--- src/pbs_map.svh ---
// Purpose: Constants for the page buffer command and status read link.
// Assumes: SPI mode 0 framing, opcode and address sent MSB first.
// Notes:   Interval counts are in 40 MHz core clock cycles.
`ifndef PBS_MAP_SVH
`define PBS_MAP_SVH

`define PBS_OP_XFER      8'h53
`define PBS_OP_COMP      8'h60
`define PBS_OP_REWR      8'h58
`define PBS_OP_STAT      8'hd7
`define PBS_CMD_BITS     6'h20
`define PBS_FRAME_BITS   6'h20
`define PBS_STAT_BITS    6'h10
// Page index field: bits 18:9 for 264-byte pages, 17:8 for 256-byte pages.
`define PBS_PIX264_LSB   9
`define PBS_PIX256_LSB   8
`define PBS_ONE_BUSY_BIT 7
`define PBS_ONE_COMP_BIT 6
`define PBS_TWO_FAIL_BIT 5
`define PBS_TWO_LOCK_BIT 3
// Density code value is arbitrary.
`define PBS_DENSITY      4'ha
`define PBS_XFER_NS      2000
`define PBS_COMP_NS      2000
`define PBS_REWR_NS      20000
`define PBS_CLK_NS       25
`define PBS_XFER_CYC     (`PBS_XFER_NS / `PBS_CLK_NS)
`define PBS_COMP_CYC     (`PBS_COMP_NS / `PBS_CLK_NS)
`define PBS_REWR_CYC     (`PBS_REWR_NS / `PBS_CLK_NS)
`define PBS_HALF_DIV     4'h3

`endif

--- src/pbs_pkg.sv ---
// Purpose: Shared types for the page buffer command link.
// Assumes: Nothing beyond the constants header.
// Notes:   Holds types only.
`default_nettype none
package pbs_pkg;
    typedef enum logic [1:0] {PBS_NONE, PBS_XFER, PBS_COMP, PBS_REWR} pbs_op_t;
endpackage
`default_nettype wire

--- src/pbs_link_if.sv ---
// Purpose: Serial pins joining host and memory ends.
// Assumes: Host drives select, clock and data in; memory drives data out.
// Notes:   The resolved out line floats high when not driven.
`default_nettype none
interface pbs_link_if;
    logic cs_n;
    logic sck;
    logic si;
    logic so_o;
    logic so_oe;
    wire  so = so_oe ? so_o : 1'b1;
    modport mem  (input cs_n, input sck, input si, output so_o, output so_oe);
    modport host (output cs_n, output sck, output si, input so);
endinterface
`default_nettype wire

--- src/pbs_mem.sv ---
// Purpose: Memory end: decodes page commands and streams status.
// Assumes: Link pins are asynchronous and pass two flops first.
// Notes:   Array and buffer data path are outside; this block times them.
`include "pbs_map.svh"
`default_nettype none
module pbs_mem (
    // Clock and reset
    input  wire logic        clk_i,
    input  wire logic        rst_i,
    // Link
    pbs_link_if.mem          link,
    // Configuration and array status
    input  wire logic        page256_i,
    input  wire logic        protect_i,
    input  wire logic        lock_cmd_allowed_flag_i,
    input  wire logic        array_fail_i,
    input  wire logic        mismatch_i,
    // Array requests
    output logic             op_start_o,
    output pbs_pkg::pbs_op_t op_kind_o,
    output logic [9:0]       page_index_bits_o,
    output logic             rmw_o,
    output logic             busy_o,
    output logic [7:0]       status_one_o
);
    // ****************************************
    // Pin synchronisers
    // ****************************************
    logic [1:0] cs_s_q, sck_s_q, si_s_q;
    logic       sck_prev_q;
    always_ff @(posedge clk_i) begin
        if (rst_i) begin
            cs_s_q     <= 2'h3;
            sck_s_q    <= 2'h0;
            si_s_q     <= 2'h0;
            sck_prev_q <= 1'b0;
        end else begin
            cs_s_q     <= {cs_s_q[0], link.cs_n};
            sck_s_q    <= {sck_s_q[0], link.sck};
            si_s_q     <= {si_s_q[0], link.si};
            sck_prev_q <= sck_s_q[1];
        end
    end
    wire cs_n_w   = cs_s_q[1];
    wire sck_rise = sck_s_q[1] & ~sck_prev_q & ~cs_n_w;
    wire sck_fall = ~sck_s_q[1] & sck_prev_q & ~cs_n_w;
    logic cs_prev_q;
    wire  cs_rise = cs_n_w & ~cs_prev_q;

    // ****************************************
    // Command shifter
    // ****************************************
    logic [31:0] shift_q;
    logic [5:0]  cnt_q;
    logic        extra_q;
    logic        stat_q;
    logic [3:0]  scnt_q;
    logic [7:0]  sbyte_q;
    wire [7:0]   opc_w   = shift_q[31:24];
    wire         full_w  = (cnt_q == `PBS_FRAME_BITS);
    // The opcode sits in the low byte after eight bits, long before the whole frame is in.
    wire         is_stat = (cnt_q == 6'h8) && (shift_q[7:0] == `PBS_OP_STAT);
    wire [9:0]   pix_w   = page256_i ?
        shift_q[`PBS_PIX256_LSB +: 10] :
        shift_q[`PBS_PIX264_LSB +: 10];
    pbs_pkg::pbs_op_t dec_w;
    assign dec_w = (opc_w == `PBS_OP_XFER) ? pbs_pkg::PBS_XFER :
                   (opc_w == `PBS_OP_COMP) ? pbs_pkg::PBS_COMP :
                   (opc_w == `PBS_OP_REWR) ? pbs_pkg::PBS_REWR :
                   pbs_pkg::PBS_NONE;
    // Operations wait for the end of the frame; a partial frame is dropped.
    wire go_w = cs_rise && full_w && !stat_q && !busy_o &&
                dec_w != pbs_pkg::PBS_NONE;
    always_ff @(posedge clk_i) begin
        if (rst_i) begin
            cs_prev_q <= 1'b1;
            shift_q   <= 32'h0;
            cnt_q     <= 6'h0;
            extra_q   <= 1'b0;
        end else begin
            cs_prev_q <= cs_n_w;
            if (cs_rise) begin
                cnt_q   <= 6'h0;
                extra_q <= 1'b0;
            end else if (sck_rise && !stat_q) begin
                if (full_w) begin
                    extra_q <= 1'b1;
                end else begin
                    shift_q <= {shift_q[30:0], si_s_q[1]};
                    cnt_q   <= cnt_q + 6'h1;
                end
            end
        end
    end

    // ****************************************
    // Operation timer
    // ****************************************
    logic [9:0] tmr_q;
    logic       cmp_q, fail_q;
    wire [9:0]  dur_w = (dec_w == pbs_pkg::PBS_XFER) ? 10'(`PBS_XFER_CYC) :
                        (dec_w == pbs_pkg::PBS_COMP) ? 10'(`PBS_COMP_CYC) :
                        10'(`PBS_REWR_CYC);
    always_ff @(posedge clk_i) begin
        if (rst_i) begin
            tmr_q             <= 10'h0;
            busy_o            <= 1'b0;
            op_start_o        <= 1'b0;
            op_kind_o         <= pbs_pkg::PBS_NONE;
            page_index_bits_o <= 10'h0;
            rmw_o             <= 1'b0;
            cmp_q             <= 1'b0;
            fail_q            <= 1'b0;
        end else begin
            op_start_o <= go_w;
            if (go_w) begin
                busy_o            <= 1'b1;
                tmr_q             <= dur_w;
                op_kind_o         <= dec_w;
                page_index_bits_o <= pix_w;
                rmw_o             <= extra_q &&
                                     dec_w == pbs_pkg::PBS_REWR;
            end else if (busy_o) begin
                if (tmr_q == 10'h1) begin
                    busy_o <= 1'b0;
                    if (op_kind_o == pbs_pkg::PBS_COMP)
                        cmp_q <= mismatch_i;
                    if (op_kind_o == pbs_pkg::PBS_REWR)
                        fail_q <= array_fail_i;
                end
                tmr_q <= tmr_q - 10'h1;
            end
        end
    end

    // ****************************************
    // Status stream
    // ****************************************
    wire [7:0] one_w = {~busy_o, cmp_q, `PBS_DENSITY,
                        protect_i, page256_i};
    wire [7:0] two_w = {~busy_o, 1'b0, fail_q, 1'b0,
                        lock_cmd_allowed_flag_i, 3'h0};
    always_ff @(posedge clk_i) begin
        if (rst_i) begin
            stat_q       <= 1'b0;
            scnt_q       <= 4'h0;
            sbyte_q      <= 8'h0;
            link.so_o    <= 1'b0;
            link.so_oe   <= 1'b0;
            status_one_o <= 8'h0;
        end else begin
            status_one_o <= one_w;
            if (cs_rise) begin
                stat_q     <= 1'b0;
                link.so_oe <= 1'b0;
            end else if (is_stat && !stat_q) begin
                stat_q  <= 1'b1;
                scnt_q  <= 4'h0;
                sbyte_q <= one_w;
            end else if (stat_q && sck_fall) begin
                // Each byte reloads fresh at its boundary.
                link.so_oe <= 1'b1;
                link.so_o  <= (scnt_q[2:0] == 3'h0) ?
                              ~busy_o : sbyte_q[6];
                sbyte_q    <= (scnt_q[2:0] == 3'h0) ?
                              (scnt_q[3] ? two_w : one_w) :
                              {sbyte_q[6:0], 1'b0};
                scnt_q     <= scnt_q + 4'h1;
            end
        end
    end
endmodule // pbs_mem
`default_nettype wire

--- src/flat_wrapper.sv ---
// flat-port wrapper written by rule: the top's interface ports become plain ports
module pbs_mem_flat 
  (clk_i, rst_i, page256_i, protect_i, lock_cmd_allowed_flag_i, array_fail_i, mismatch_i, op_start_o, op_kind_o, page_index_bits_o, rmw_o, busy_o, status_one_o, link_cs_n, link_sck, link_si, link_so_o, link_so_oe);
  pbs_link_if link_i ();
  input  wire logic clk_i;
  input  wire logic rst_i;
  input  wire logic page256_i;
  input  wire logic protect_i;
  input  wire logic lock_cmd_allowed_flag_i;
  input  wire logic array_fail_i;
  input  wire logic mismatch_i;
  output logic op_start_o;
  output pbs_pkg::pbs_op_t op_kind_o;
  output logic [9:0] page_index_bits_o;
  output logic rmw_o;
  output logic busy_o;
  output logic [7:0] status_one_o;
  input wire logic [$bits(link_i.cs_n)-1:0] link_cs_n;
  input wire logic [$bits(link_i.sck)-1:0] link_sck;
  input wire logic [$bits(link_i.si)-1:0] link_si;
  output wire logic [$bits(link_i.so_o)-1:0] link_so_o;
  output wire logic [$bits(link_i.so_oe)-1:0] link_so_oe;
  assign link_i.cs_n = link_cs_n;
  assign link_i.sck = link_sck;
  assign link_i.si = link_si;
  assign link_so_o = link_i.so_o;
  assign link_so_oe = link_i.so_oe;
  pbs_mem u_core (.clk_i(clk_i), .rst_i(rst_i), .link(link_i), .page256_i(page256_i), .protect_i(protect_i), .lock_cmd_allowed_flag_i(lock_cmd_allowed_flag_i), .array_fail_i(array_fail_i), .mismatch_i(mismatch_i), .op_start_o(op_start_o), .op_kind_o(op_kind_o), .page_index_bits_o(page_index_bits_o), .rmw_o(rmw_o), .busy_o(busy_o), .status_one_o(status_one_o));
endmodule
--- config.mk ---
export PLATFORM = sky130hd
export DESIGN_NAME = pbs_mem_flat
export DESIGN_NICKNAME = d
export VERILOG_FILES = /design/src/pbs_pkg.sv /design/src/pbs_link_if.sv /design/src/pbs_mem.sv /design/src/flat_wrapper.sv
export VERILOG_INCLUDE_DIRS = /design/src /design/src/src
export SDC_FILE = /design/constraint.sdc
export NUM_CORES = 1
export LEC_CHECK = 0
export BUFFER_PORTS_ARGS = -buffer_cell sky130_fd_sc_hd__buf_2
export CAP_MARGIN = 30
export CORE_MARGIN = 2
export CORE_UTILIZATION = 35
export DETAILED_ROUTE_END_ITERATION = 6
export HOLD_SLACK_MARGIN = 0.08
export MAX_ROUTING_LAYER = met4
export SLEW_MARGIN = 20
export SYNTH_ARGS = -nofsm -noshare
export SYNTH_HDL_FRONTEND = slang
export SYNTH_SLANG_ARGS = --single-unit
--- constraint.sdc ---
create_clock -name clk_i -period 2.1 [get_ports clk_i]
set_clock_uncertainty 0.2 [all_clocks]
set_input_delay 0.105 -clock clk_i [delete_from_list [all_inputs] [get_ports clk_i]]
set_output_delay 0.105 -clock clk_i [all_outputs]
set_load 0.01 [all_outputs]
==> results of run 1 <==
-- sequential cells by signal, indices dropped and copies added (netlist names), 2 cells and up --
register                  flops
u_core.cnt_q                  6
u_core.scnt_q                 4
u_core.status_one_o           5
u_core.op_kind_o              2
u_core.tmr_q                 10
u_core.shift_q               32
u_core.sbyte_q                7
u_core.sck_s_q                2
u_core.cs_s_q                 2
u_core.page_index_bits_o     10
u_core.si_s_q                 2
-- critical path: stages (launching register included) --
cell and delay (ns):
sky130_fd_sc_hd__dfxtp_4 0.37, sky130_fd_sc_hd__and3b_1 0.18, sky130_fd_sc_hd__o211ai_1 0.24, sky130_fd_sc_hd__ha_2 0.22, sky130_fd_sc_hd__nor3_2 0.04, sky130_fd_sc_hd__and4_4 0.20
sky130_fd_sc_hd__buf_12 0.15, sky130_fd_sc_hd__or3_1 0.32, sky130_fd_sc_hd__a21oi_1 0.16
-- metal layers --
layer	GRT usage, %	vias to the layer above
met2	25.0	57
met3	3.62	9
met4	4.76	0
met1	18.8	1469
li1	-	1618
met5	-	-
-- logic make-up (layout without fill, tap and decap cells) --
family          after synthesis  in the layout  share of synthesized area (%)
other cells                   1              2                         0.0989
flops                        93             93                           49.1
fa+ha+maj                     8              8                           2.64
compound gates               81             81                           13.2
mux                          15             15                           3.96
xor+xnor                     12             12                           2.77
simple gates                189            189                           23.8
buf+inv                      39            105                           4.36
-- cells in the final DEF (no fill, tap or decap), types with 4 or more instances in the layout --
cell type,instances
sky130_fd_sc_hd__a211oi_1,9
sky130_fd_sc_hd__a21oi_1,46
sky130_fd_sc_hd__nand2_1,83
sky130_fd_sc_hd__nor2_1,39
sky130_fd_sc_hd__inv_1,10
sky130_fd_sc_hd__buf_4,32
sky130_fd_sc_hd__mux2i_1,15
sky130_fd_sc_hd__dfxtp_1,85
sky130_fd_sc_hd__nor3_1,11
sky130_fd_sc_hd__a211oi_2,4
sky130_fd_sc_hd__nand4_1,5
sky130_fd_sc_hd__xor2_1,8
sky130_fd_sc_hd__nor2b_1,11
sky130_fd_sc_hd__buf_2,32
sky130_fd_sc_hd__or2_2,4
sky130_fd_sc_hd__xnor2_1,4
sky130_fd_sc_hd__o21ai_0,6
sky130_fd_sc_hd__clkbuf_8,10
sky130_fd_sc_hd__dfxtp_2,7
sky130_fd_sc_hd__nand3_1,6
sky130_fd_sc_hd__dlygate4sd3_1,9
sky130_fd_sc_hd__ha_1,6
-- final timing paths --
path / start / to / depth (start not counted) / slack (ns)
worst max-delay path: u_core.shift_q[27] / u_core.tmr_q[1] / 8 / -0.03
worst min-delay path: u_core.cs_s_q[0] / u_core.cs_s_q[1] / 1 / 0.22
worst max register to register: u_core.shift_q[27] / u_core.tmr_q[1] / 8 / -0.03
worst min register to register: u_core.cs_s_q[0] / u_core.cs_s_q[1] / 1 / 0.22
-- area by class of cell --
| class | instances | area (µm²) |
|---|---|---|
| Multi-Input combinational cell | 307 | 1890 |
| Tap cell | 136 | 170 |
| Timing Repair Buffer | 77 | 578 |
| Sequential cell | 93 | 1870 |
| Inverter | 12 | 45.0 |
| Clock inverter | 6 | 76.3 |
| Fill cell | 994 | 5650 |
| Clock buffer | 10 | 138 |
-- metrics by stage --
step | setup TNS, ns | hold WS, ns
floorplan | -0.0309 | 0.00881
global placement | -0.0875 | 0.0912
detailed placement | -1.20 | 0.0940
CTS | -0.117 | 0.222
global route | -1.64 | 0.234
finish | -0.0435 | 0.216
-- power by group through the flow --
stage | sequential [mW] | combinational, mW | clock [mW]
floorplan | 1.82 | 0.0512 | 0
global placement | 1.82 | 0.0815 | 0
detailed placement | 1.82 | 0.0826 | 0
CTS | 1.78 | 0.0959 | 1.32
global route | 1.78 | 0.105 | 1.39
finish | 1.78 | 0.0954 | 1.27
-- what timing repair did --
action	4_1_cts	5_1_grt
gates resized for setup	20	11
endpoints found under the setup margin	23	37
pin swaps	1	6
cloned	1	0
hold buffers	9	0
hold endpoints to repair	33	0
buffers inserted	1	3
==> results.json, run 1 <==
{
  "combPwrFrac_pct": 3.0,
  "die_footprint_mm2": 0.0117,
  "layout.cells.non_filler": 641,
  "floorplan.die.height_um": 108,
  "first_global_vias": 2965,
  "clock_tree.htree_level_count": 3,
  "synthesis.area_per_instance_um2": 8.66,
  "synth-edff-count": 0,
  "cts_max_path_buffers": 2,
  "start_util_pct": 36.4,
  "netlist.top_cell.by_area": "sky130_fd_sc_hd__dfxtp_1",
  "detailroute.wirelength.met3_um": 264,
  "hold_viol": 0,
  "place_hpwl_um": 5180,
  "synth_top_area_share_pct": 49.1,
  "post-route-drc-count": 0,
  "grt-ovfl-total": 0,
  "leakage_nw": 1.83,
  "switching_power_mw": 0.728,
  "yosysWarnings": 0,
  "m1WireLength_um": 3810,
  "design_area_mm2": 0.00477,
  "met2WireLength_um": 3880,
  "clock_power_share_pct": 40.5,
  "row_count": 37,
  "cp_data_required_time_ns": 2.20,
  "synthMostInstantiatedCell": "sky130_fd_sc_hd__dfxtp_1",
  "shortest_period_the_worst_path_allows_ns": 2.13,
  "clkTransAtPathRegs_ns": 0.10,
  "detailedRoute.firstIterationViolations": 129,
  "unrepaired_setup_endpoints_after_global_routing": "true",
  "setup.worst_path.start_class": "flop",
  "gp_congestion": 0.751,
  "synth_cells": 438,
  "grt_antenna_before_repair": 0,
  "diodes": 0,
  "drt_pre_antenna_iters": 4,
  "syn-cell-area_mm2": 0.00379,
  "status": "complete, but fails checks",
  "pwr_density_cell_mw_per_mm2": 659,
  "timing_worst_setup_path_type": "flop to flop",
  "cts_tree": "yes",
  "layout-drive-gt1-share_pct": 24.2,
  "report.final.slew_viol_count": 0,
  "first_pass_grt_wire_length_um": 13900,
  "tritoncts.num_buffers": 9,
  "end_kind": "flop",
  "postRouteWirelength_um": 8060,
  "crit_arrival_ns": 2.22,
  "internal_portion_of_total_power_mw": 2.42,
  "cap_viol_max_count": 0,
  "post_synth_main_area_contributors": "sky130_fd_sc_hd__dfxtp_1 49%, sky130_fd_sc_hd__nand2_1 8.2%, sky130_fd_sc_hd__a21oi_1 6.1%, sky130_fd_sc_hd__mux2i_1 4.0%, sky130_fd_sc_hd__nor2_1 3.9%",
  "setup_slack_after_placement_ns": -0.146,
  "clock_latency_ns": 0.36,
  "cts-root-buf": "sky130_fd_sc_hd__clkbuf_8",
  "detailroute.via_count": 3153,
  "area_delta_synth_final_pct": 25.8,
  "wl_per_cell_um": 12.6,
  "synth_top_flop_cell": "sky130_fd_sc_hd__dfxtp_1",
  "placed_cell_area_mm2": 0.00429,
  "top_metal_layer_carrying_routed_signals": "met4",
  "fmaxAchievable_mhz": 470,
  "largest_net_degree_at_the_start_of_global_routing": 48,
  "finalNetCount": 518,
  "report.final.setup_viol": 4,
  "finalCoreUtilization_pct": 45.8,
  "crit_fanout": 17,
  "count_of_input_and_output_buffers": 32,
  "synth-seq-cells": 93,
  "sequentialPowerShare_pct": 56.4,
  "p_total_mw": 3.15,
  "area_inside_the_core_boundary_mm2": 0.0104,
  "num_io_pins": 35,
  "global_route.usage.total_pct": 15.3,
  "postLayoutSetupSlackWorst_ns": -0.0263,
  "fp.dieW_um": 108,
  "worst_ir_drop_vdd_v": 0.000401,
  "synth_sequential_area_ratio_pct": 49.1,
  "asyncSetResetFlopFracSynth_pct": 0,
  "route.antenna.remaining_nets": 0,
  "tritoncts_num_sinks": 93,
  "failed_checks": "negative setup slack",
  "min_path_type": "flop to flop",
  "switching_share_pct": 23.1,
  "place.detailed.instances": 611,
  "netlist_top_cells_count": "93 x sky130_fd_sc_hd__dfxtp_1, 83 x sky130_fd_sc_hd__nand2_1, 46 x sky130_fd_sc_hd__a21oi_1",
  "synth.distinct_cells": 48,
  "via_per_inst": 4.92,
  "min_period_over_period_pct": 101
}
(Power assumes the default switching activity.)
==> run 2, diff against run 1 <==
Settings changed: GPL_ROUTABILITY_DRIVEN set to 0.
Clock period 2.1 ns to 1.8 ns, I/O delays scaled along.
==> results.json, run 2 (synthesized netlist as in run 1, its figures left out) <==
{
  "placed_cell_area_mm2": 0.00457,
  "fillCellCount": 933,
  "area_inside_the_core_boundary_mm2": 0.0104,
  "clkTransAtPathRegs_ns": 0.10,
  "unrepaired_setup_endpoints_after_global_routing": "true",
  "post-route-drc-count": 0,
  "detailroute.via_count": 3427,
  "clock_tree.htree_level_count": 3,
  "row_count": 37,
  "count_of_input_and_output_buffers": 32,
  "design_area_mm2": 0.00573,
  "commonest_non_fill_non_tap_cell_in_the_layout": "sky130_fd_sc_hd__dfxtp_1",
  "multi_input_combinational_cell_area_mm2": 0.00238,
  "diodes": 0,
  "met2_usage_pct": 26.1,
  "cpMostUsedCell": "sky130_fd_sc_hd__buf_12",
  "largest_registers": "u_core.shift_q x32, u_core.page_index_bits_o x10, u_core.tmr_q x10",
  "failed_checks": "negative setup slack",
  "leakage_nw": 2.46,
  "drt_pre_antenna_iters": 4,
  "report.final.setup_viol": 71,
  "largest_register": "u_core.shift_q",
  "worst_path_dominant_cell_family": "simple AND/OR/NAND/NOR gates",
  "tritoncts_num_sinks": 93,
  "via_per_inst": 5.04,
  "critPathBufInv": 2,
  "cts-root-buf": "sky130_fd_sc_hd__clkbuf_8",
  "crit_fanout": 8,
  "first_global_vias": 3053,
  "p_total_mw": 3.62,
  "fmaxAchievable_mhz": 465,
  "hold_viol": 0,
  "worst_path_cell_with_the_longest_stage_delay": "sky130_fd_sc_hd__dfxtp_2",
  "largest_reg_flops": 32,
  "grt.met1_usage_pct": 18.1,
  "tritoncts.num_buffers": 9,
  "fp.dieW_um": 108,
  "end_kind": "flop",
  "grt-ovfl-total": 0,
  "place.detailed.instances": 633,
  "shortest_period_the_worst_path_allows_ns": 2.15,
  "crit_arrival_ns": 2.26,
  "fin_worst_hold_slack_ns": 0.216,
  "start_util_pct": 36.4,
  "cts_tree": "yes",
  "floorplan.die.height_um": 108,
  "pwr_density_cell_mw_per_mm2": 632,
  "global_route.usage.total_pct": 15.5,
  "area_delta_synth_final_pct": 51.2,
  "layout-drive-gt1-share_pct": 46.3,
  "busiest_layer_in_global_routing": "met2",
  "report.final.slew_viol_count": 0,
  "wl_per_cell_um": 14.4,
  "first_pass_grt_wire_length_um": 14100,
  "cts_max_path_buffers": 2,
  "setup.worst_path.start_class": "flop",
  "place_hpwl_um": 5610,
  "finalNetCount": 557,
  "detailedRoute.firstIterationViolations": 110,
  "route.antenna.remaining_nets": 0,
  "crit_chain": "nor3b_4 > o211ai_1 > ha_2 > nor3_2 > and4_4 > buf_12 > buf_12 > nor2_4 > a211oi_2",
  "cap_viol_max_count": 0,
  "register_area_mm2": 0.00188,
  "num_io_pins": 35,
  "critical_path.max_stage_delay_ns": 0.35,
  "layout.cells.non_filler": 680,
  "grt_antenna_before_repair": 0,
  "worst_ir_drop_vdd_v": 0.000525,
  "postRouteWirelength_um": 9790,
  "min_path_type": "flop to flop",
  "cp_data_required_time_ns": 1.91,
  "status": "complete, but fails checks",
  "grtUsageMet3_pct": 3.44,
  "min_period_over_period_pct": 120,
  "die_footprint_mm2": 0.0117,
  "mostFrequentLayoutCells": "83 x sky130_fd_sc_hd__dfxtp_1, 50 x sky130_fd_sc_hd__buf_4, 46 x sky130_fd_sc_hd__nand2_1",
  "postLayoutSetupSlackWorst_ns": -0.352,
  "clock_latency_ns": 0.38,
  "largest_net_degree_at_the_start_of_global_routing": 34,
  "timing_worst_setup_path_type": "flop to flop"
}
-- run 2: what timing repair did --
| action | CTS | global route |
|---|---|---|
| cloned | 0 | 10 |
| setup endpoints to repair | 43 | 72 |
| resized for setup | 5 | 147 |
| buffers inserted | 4 | 7 |
| endpoints found under the hold margin | 31 | 0 |
| hold buffers | 10 | 0 |
| pin swaps | 4 | 53 |
-- run 2: final cells by class --
class / count / share of cell area, %
multi-input combinational: 307 / 41.6
sequential: 93 / 32.7
timing repair buffer: 116 / 18.4
tap: 136 / 2.97
clock buffer: 9 / 2.16
clock inverter: 7 / 1.29
inverter: 12 / 0.786
-- run 2: worst paths after layout --
path / start / to / slack, ns / cells after the start
worst min-delay path: u_core.cs_s_q[0] / u_core.cs_s_q[1] / 0.22 / 1
worst max-delay path: u_core.shift_q[31] / u_core.page_index_bits_o[3] / -0.35 / 9
worst min register to register: u_core.cs_s_q[0] / u_core.cs_s_q[1] / 0.22 / 1
worst max register to register: u_core.shift_q[31] / u_core.page_index_bits_o[3] / -0.35 / 9
-- run 2: metal layers --
layer	part of all wire [%]	vias up
met5	0	-
met4	2.4	0
met3	3.0	20
met2	52	59
met1	43	1649
li1	-	1699
-- run 2: power breakdown --
part	internal, mW	switching, mW
registers	2.07	0.00533
logic	0.0602	0.0805
clock network	0.553	0.856
total	2.68	0.942
-- run 2: stage by stage --
| stage | setup slack, ns | TNS [ns] | util [%] |
|---|---|---|---|
| after detailed placement | -0.337 | -8.34 | 43.9 |
| after floorplan | -0.233 | -3.68 | - |
| after global placement | -0.254 | -6.44 | 43.9 |
| after CTS | -0.325 | -8.12 | 47.3 |
| final | -0.352 | -11.20 | 55.0 |
| after global routing | -0.446 | -17.80 | 55.0 |
==> run 3, diff against run 2 <==
Clock period 1.8 ns to 1.86 ns, I/O delays scaled along.
==> results.json, run 3 (synthesized netlist as in run 1, its figures left out) <==
{
  "status": "complete, but fails checks",
  "failed_checks": "negative setup slack",
  "post-route-drc-count": 0,
  "shortest_period_the_worst_path_allows_ns": 2.18,
  "setup.worst_path.start_class": "flop",
  "start_util_pct": 36.4,
  "cts-root-buf": "sky130_fd_sc_hd__clkbuf_8",
  "end_kind": "flop",
  "place_hpwl_um": 5560,
  "grt-ovfl-total": 0,
  "timing_worst_setup_path_type": "flop to flop",
  "clkTransAtPathRegs_ns": 0.10,
  "clock_tree.htree_level_count": 3,
  "global_route.usage.total_pct": 15.7,
  "detailedRoute.firstIterationViolations": 99,
  "crit_fanout": 8,
  "hold_path_cell_cnt": 1,
  "largest_reg_flops": 32,
  "largest_net_degree_at_the_start_of_global_routing": 43,
  "num_io_pins": 35,
  "largest_register": "u_core.shift_q",
  "cap_viol_max_count": 0,
  "setup_slack_after_placement_ns": -0.269,
  "route.antenna.remaining_nets": 0,
  "postLayoutSetupSlackWorst_ns": -0.323,
  "p_total_mw": 3.47,
  "r2r-start": "u_core.cnt_q[1]",
  "min_period_over_period_pct": 117,
  "mostFrequentLayoutCells": "84 x sky130_fd_sc_hd__dfxtp_1, 82 x sky130_fd_sc_hd__nand2_1, 51 x sky130_fd_sc_hd__buf_4",
  "setup.reg_to_reg.worst_slack_ns": -0.32,
  "area_inside_the_core_boundary_mm2": 0.0104,
  "report.final.setup_viol": 32,
  "count_of_input_and_output_buffers": 32,
  "whs_endpoint": "u_core.cs_s_q[1]",
  "worst_ir_drop_vdd_v": 0.000430,
  "fillCellCount": 973,
  "hold_path_startpoint": "u_core.cs_s_q[0]",
  "detailroute.via_count": 3290,
  "floorplan.die.height_um": 108,
  "diodes": 0,
  "hold_viol": 0,
  "grt_antenna_before_repair": 0,
  "report.final.slew_viol_count": 0,
  "fmaxAchievable_mhz": 458,
  "timing.setup.tns_ns": -6.95,
  "leakage_nw": 2.08,
  "unrepaired_setup_endpoints_after_global_routing": "true",
  "tritoncts.num_buffers": 9,
  "fp.dieW_um": 108,
  "via_per_inst": 4.87,
  "r2r_end": "u_core.scnt_q[3]",
  "placed_cell_area_mm2": 0.00454,
  "cts_tree": "yes",
  "clock_latency_ns": 0.36,
  "cp_data_required_time_ns": 1.90,
  "layout-drive-gt1-share_pct": 36.7,
  "tritoncts_num_sinks": 93,
  "cts_max_path_buffers": 2,
  "first_pass_grt_wire_length_um": 14100,
  "first_global_vias": 3100,
  "min_path_type": "flop to flop",
  "die_footprint_mm2": 0.0117,
  "finalNetCount": 553,
  "finalCoreUtilization_pct": 51.5,
  "fin_worst_hold_slack_ns": 0.214,
  "wl_per_cell_um": 13.1,
  "design_area_mm2": 0.00536,
  "postRouteWirelength_um": 8830,
  "layout.cells.non_filler": 676,
  "ff2ff_path_depth": 7,
  "crit_arrival_ns": 2.22,
  "area_delta_synth_final_pct": 41.4,
  "row_count": 37,
  "pwr_density_cell_mw_per_mm2": 647,
  "commonest_non_fill_non_tap_cell_in_the_layout": "sky130_fd_sc_hd__dfxtp_1",
  "place.detailed.instances": 630,
  "largest_registers": "u_core.shift_q x32, u_core.page_index_bits_o x10, u_core.tmr_q x10",
  "drt_pre_antenna_iters": 4
}
-- run 3: cell types whose count changed in the layout (fill, tap and decap cells not counted), moves of 3 or more --
cell and change:
sky130_fd_sc_hd__nor2_2 +3, sky130_fd_sc_hd__nand2_1 +36, sky130_fd_sc_hd__nand2_2 -9, sky130_fd_sc_hd__nor2_1 -5, sky130_fd_sc_hd__clkbuf_16 -5, sky130_fd_sc_hd__a21oi_1 +25, sky130_fd_sc_hd__a21oi_2 -25, sky130_fd_sc_hd__nand2_4 -26
-- run 3: how the worst max path moves through the flow --
| stage | endpoint | slack (ns) | cells past startpoint | from |
|---|---|---|---|---|
| after detailed placement | u_core.page_index_bits_o[0] | -0.27 | 9 | u_core.shift_q[31] |
| final | u_core.scnt_q[3] | -0.32 | 7 | u_core.cnt_q[1] |
| after global placement | u_core.sbyte_q[6] | -0.19 | 7 | u_core.cnt_q[1] |
| after global routing | u_core.page_index_bits_o[1] | -0.41 | 9 | u_core.shift_q[27] |
| after floorplan | u_core.sbyte_q[6] | -0.17 | 7 | u_core.cnt_q[1] |
| after CTS | u_core.sbyte_q[4] | -0.26 | 7 | u_core.cnt_q[1] |
-- run 3: routing by layer --
| metal | up-vias | GRT usage (%) | wire length (µm) |
|---|---|---|---|
| li1 | 1684 | - | - |
| met1 | 1555 | 18.5 | 4020 |
| met2 | 44 | 26.6 | 4480 |
| met3 | 7 | 3.68 | 248 |
| met4 | 0 | 4.95 | 81 |
| met5 | - | - | 0 |
-- run 3: power breakdown --
part	internal (mW)	total, mW	switching (mW)
clock network	0.536	1.35	0.811
registers	2.00	2.01	0.00492
logic	0.0498	0.117	0.0669
-- run 3: timing repair --
item                       in CTS  in global routing
hold endpoints to repair       26                  0
setup endpoints to repair      35                 64
resized for setup              21                 51
buffers inserted               11                  7
cloned                          1                  2
pin swaps                      11                 18
hold buffers                    9                  0
-- run 3: final cells by class --
cell class              instances  area [µm²]  area share (%)
inverters                      12        45.0           0.840
well taps                     136         170            3.17
clock inverters                 7        73.8            1.38
multi-input cells             307        2110            39.3
flip-flops and latches         93        1870            34.9
clock buffers                   9         124            2.31
repair buffers                112         967            18.0
-- run 3: worst max-delay path: stages (launching register included) --
cell                       delay (ns)
sky130_fd_sc_hd__dfxtp_2         0.33
sky130_fd_sc_hd__inv_2           0.06
sky130_fd_sc_hd__ha_4            0.13
sky130_fd_sc_hd__or3b_1          0.34
sky130_fd_sc_hd__or4_4           0.48
sky130_fd_sc_hd__o21bai_4        0.30
sky130_fd_sc_hd__buf_6           0.15
sky130_fd_sc_hd__a311oi_2        0.08
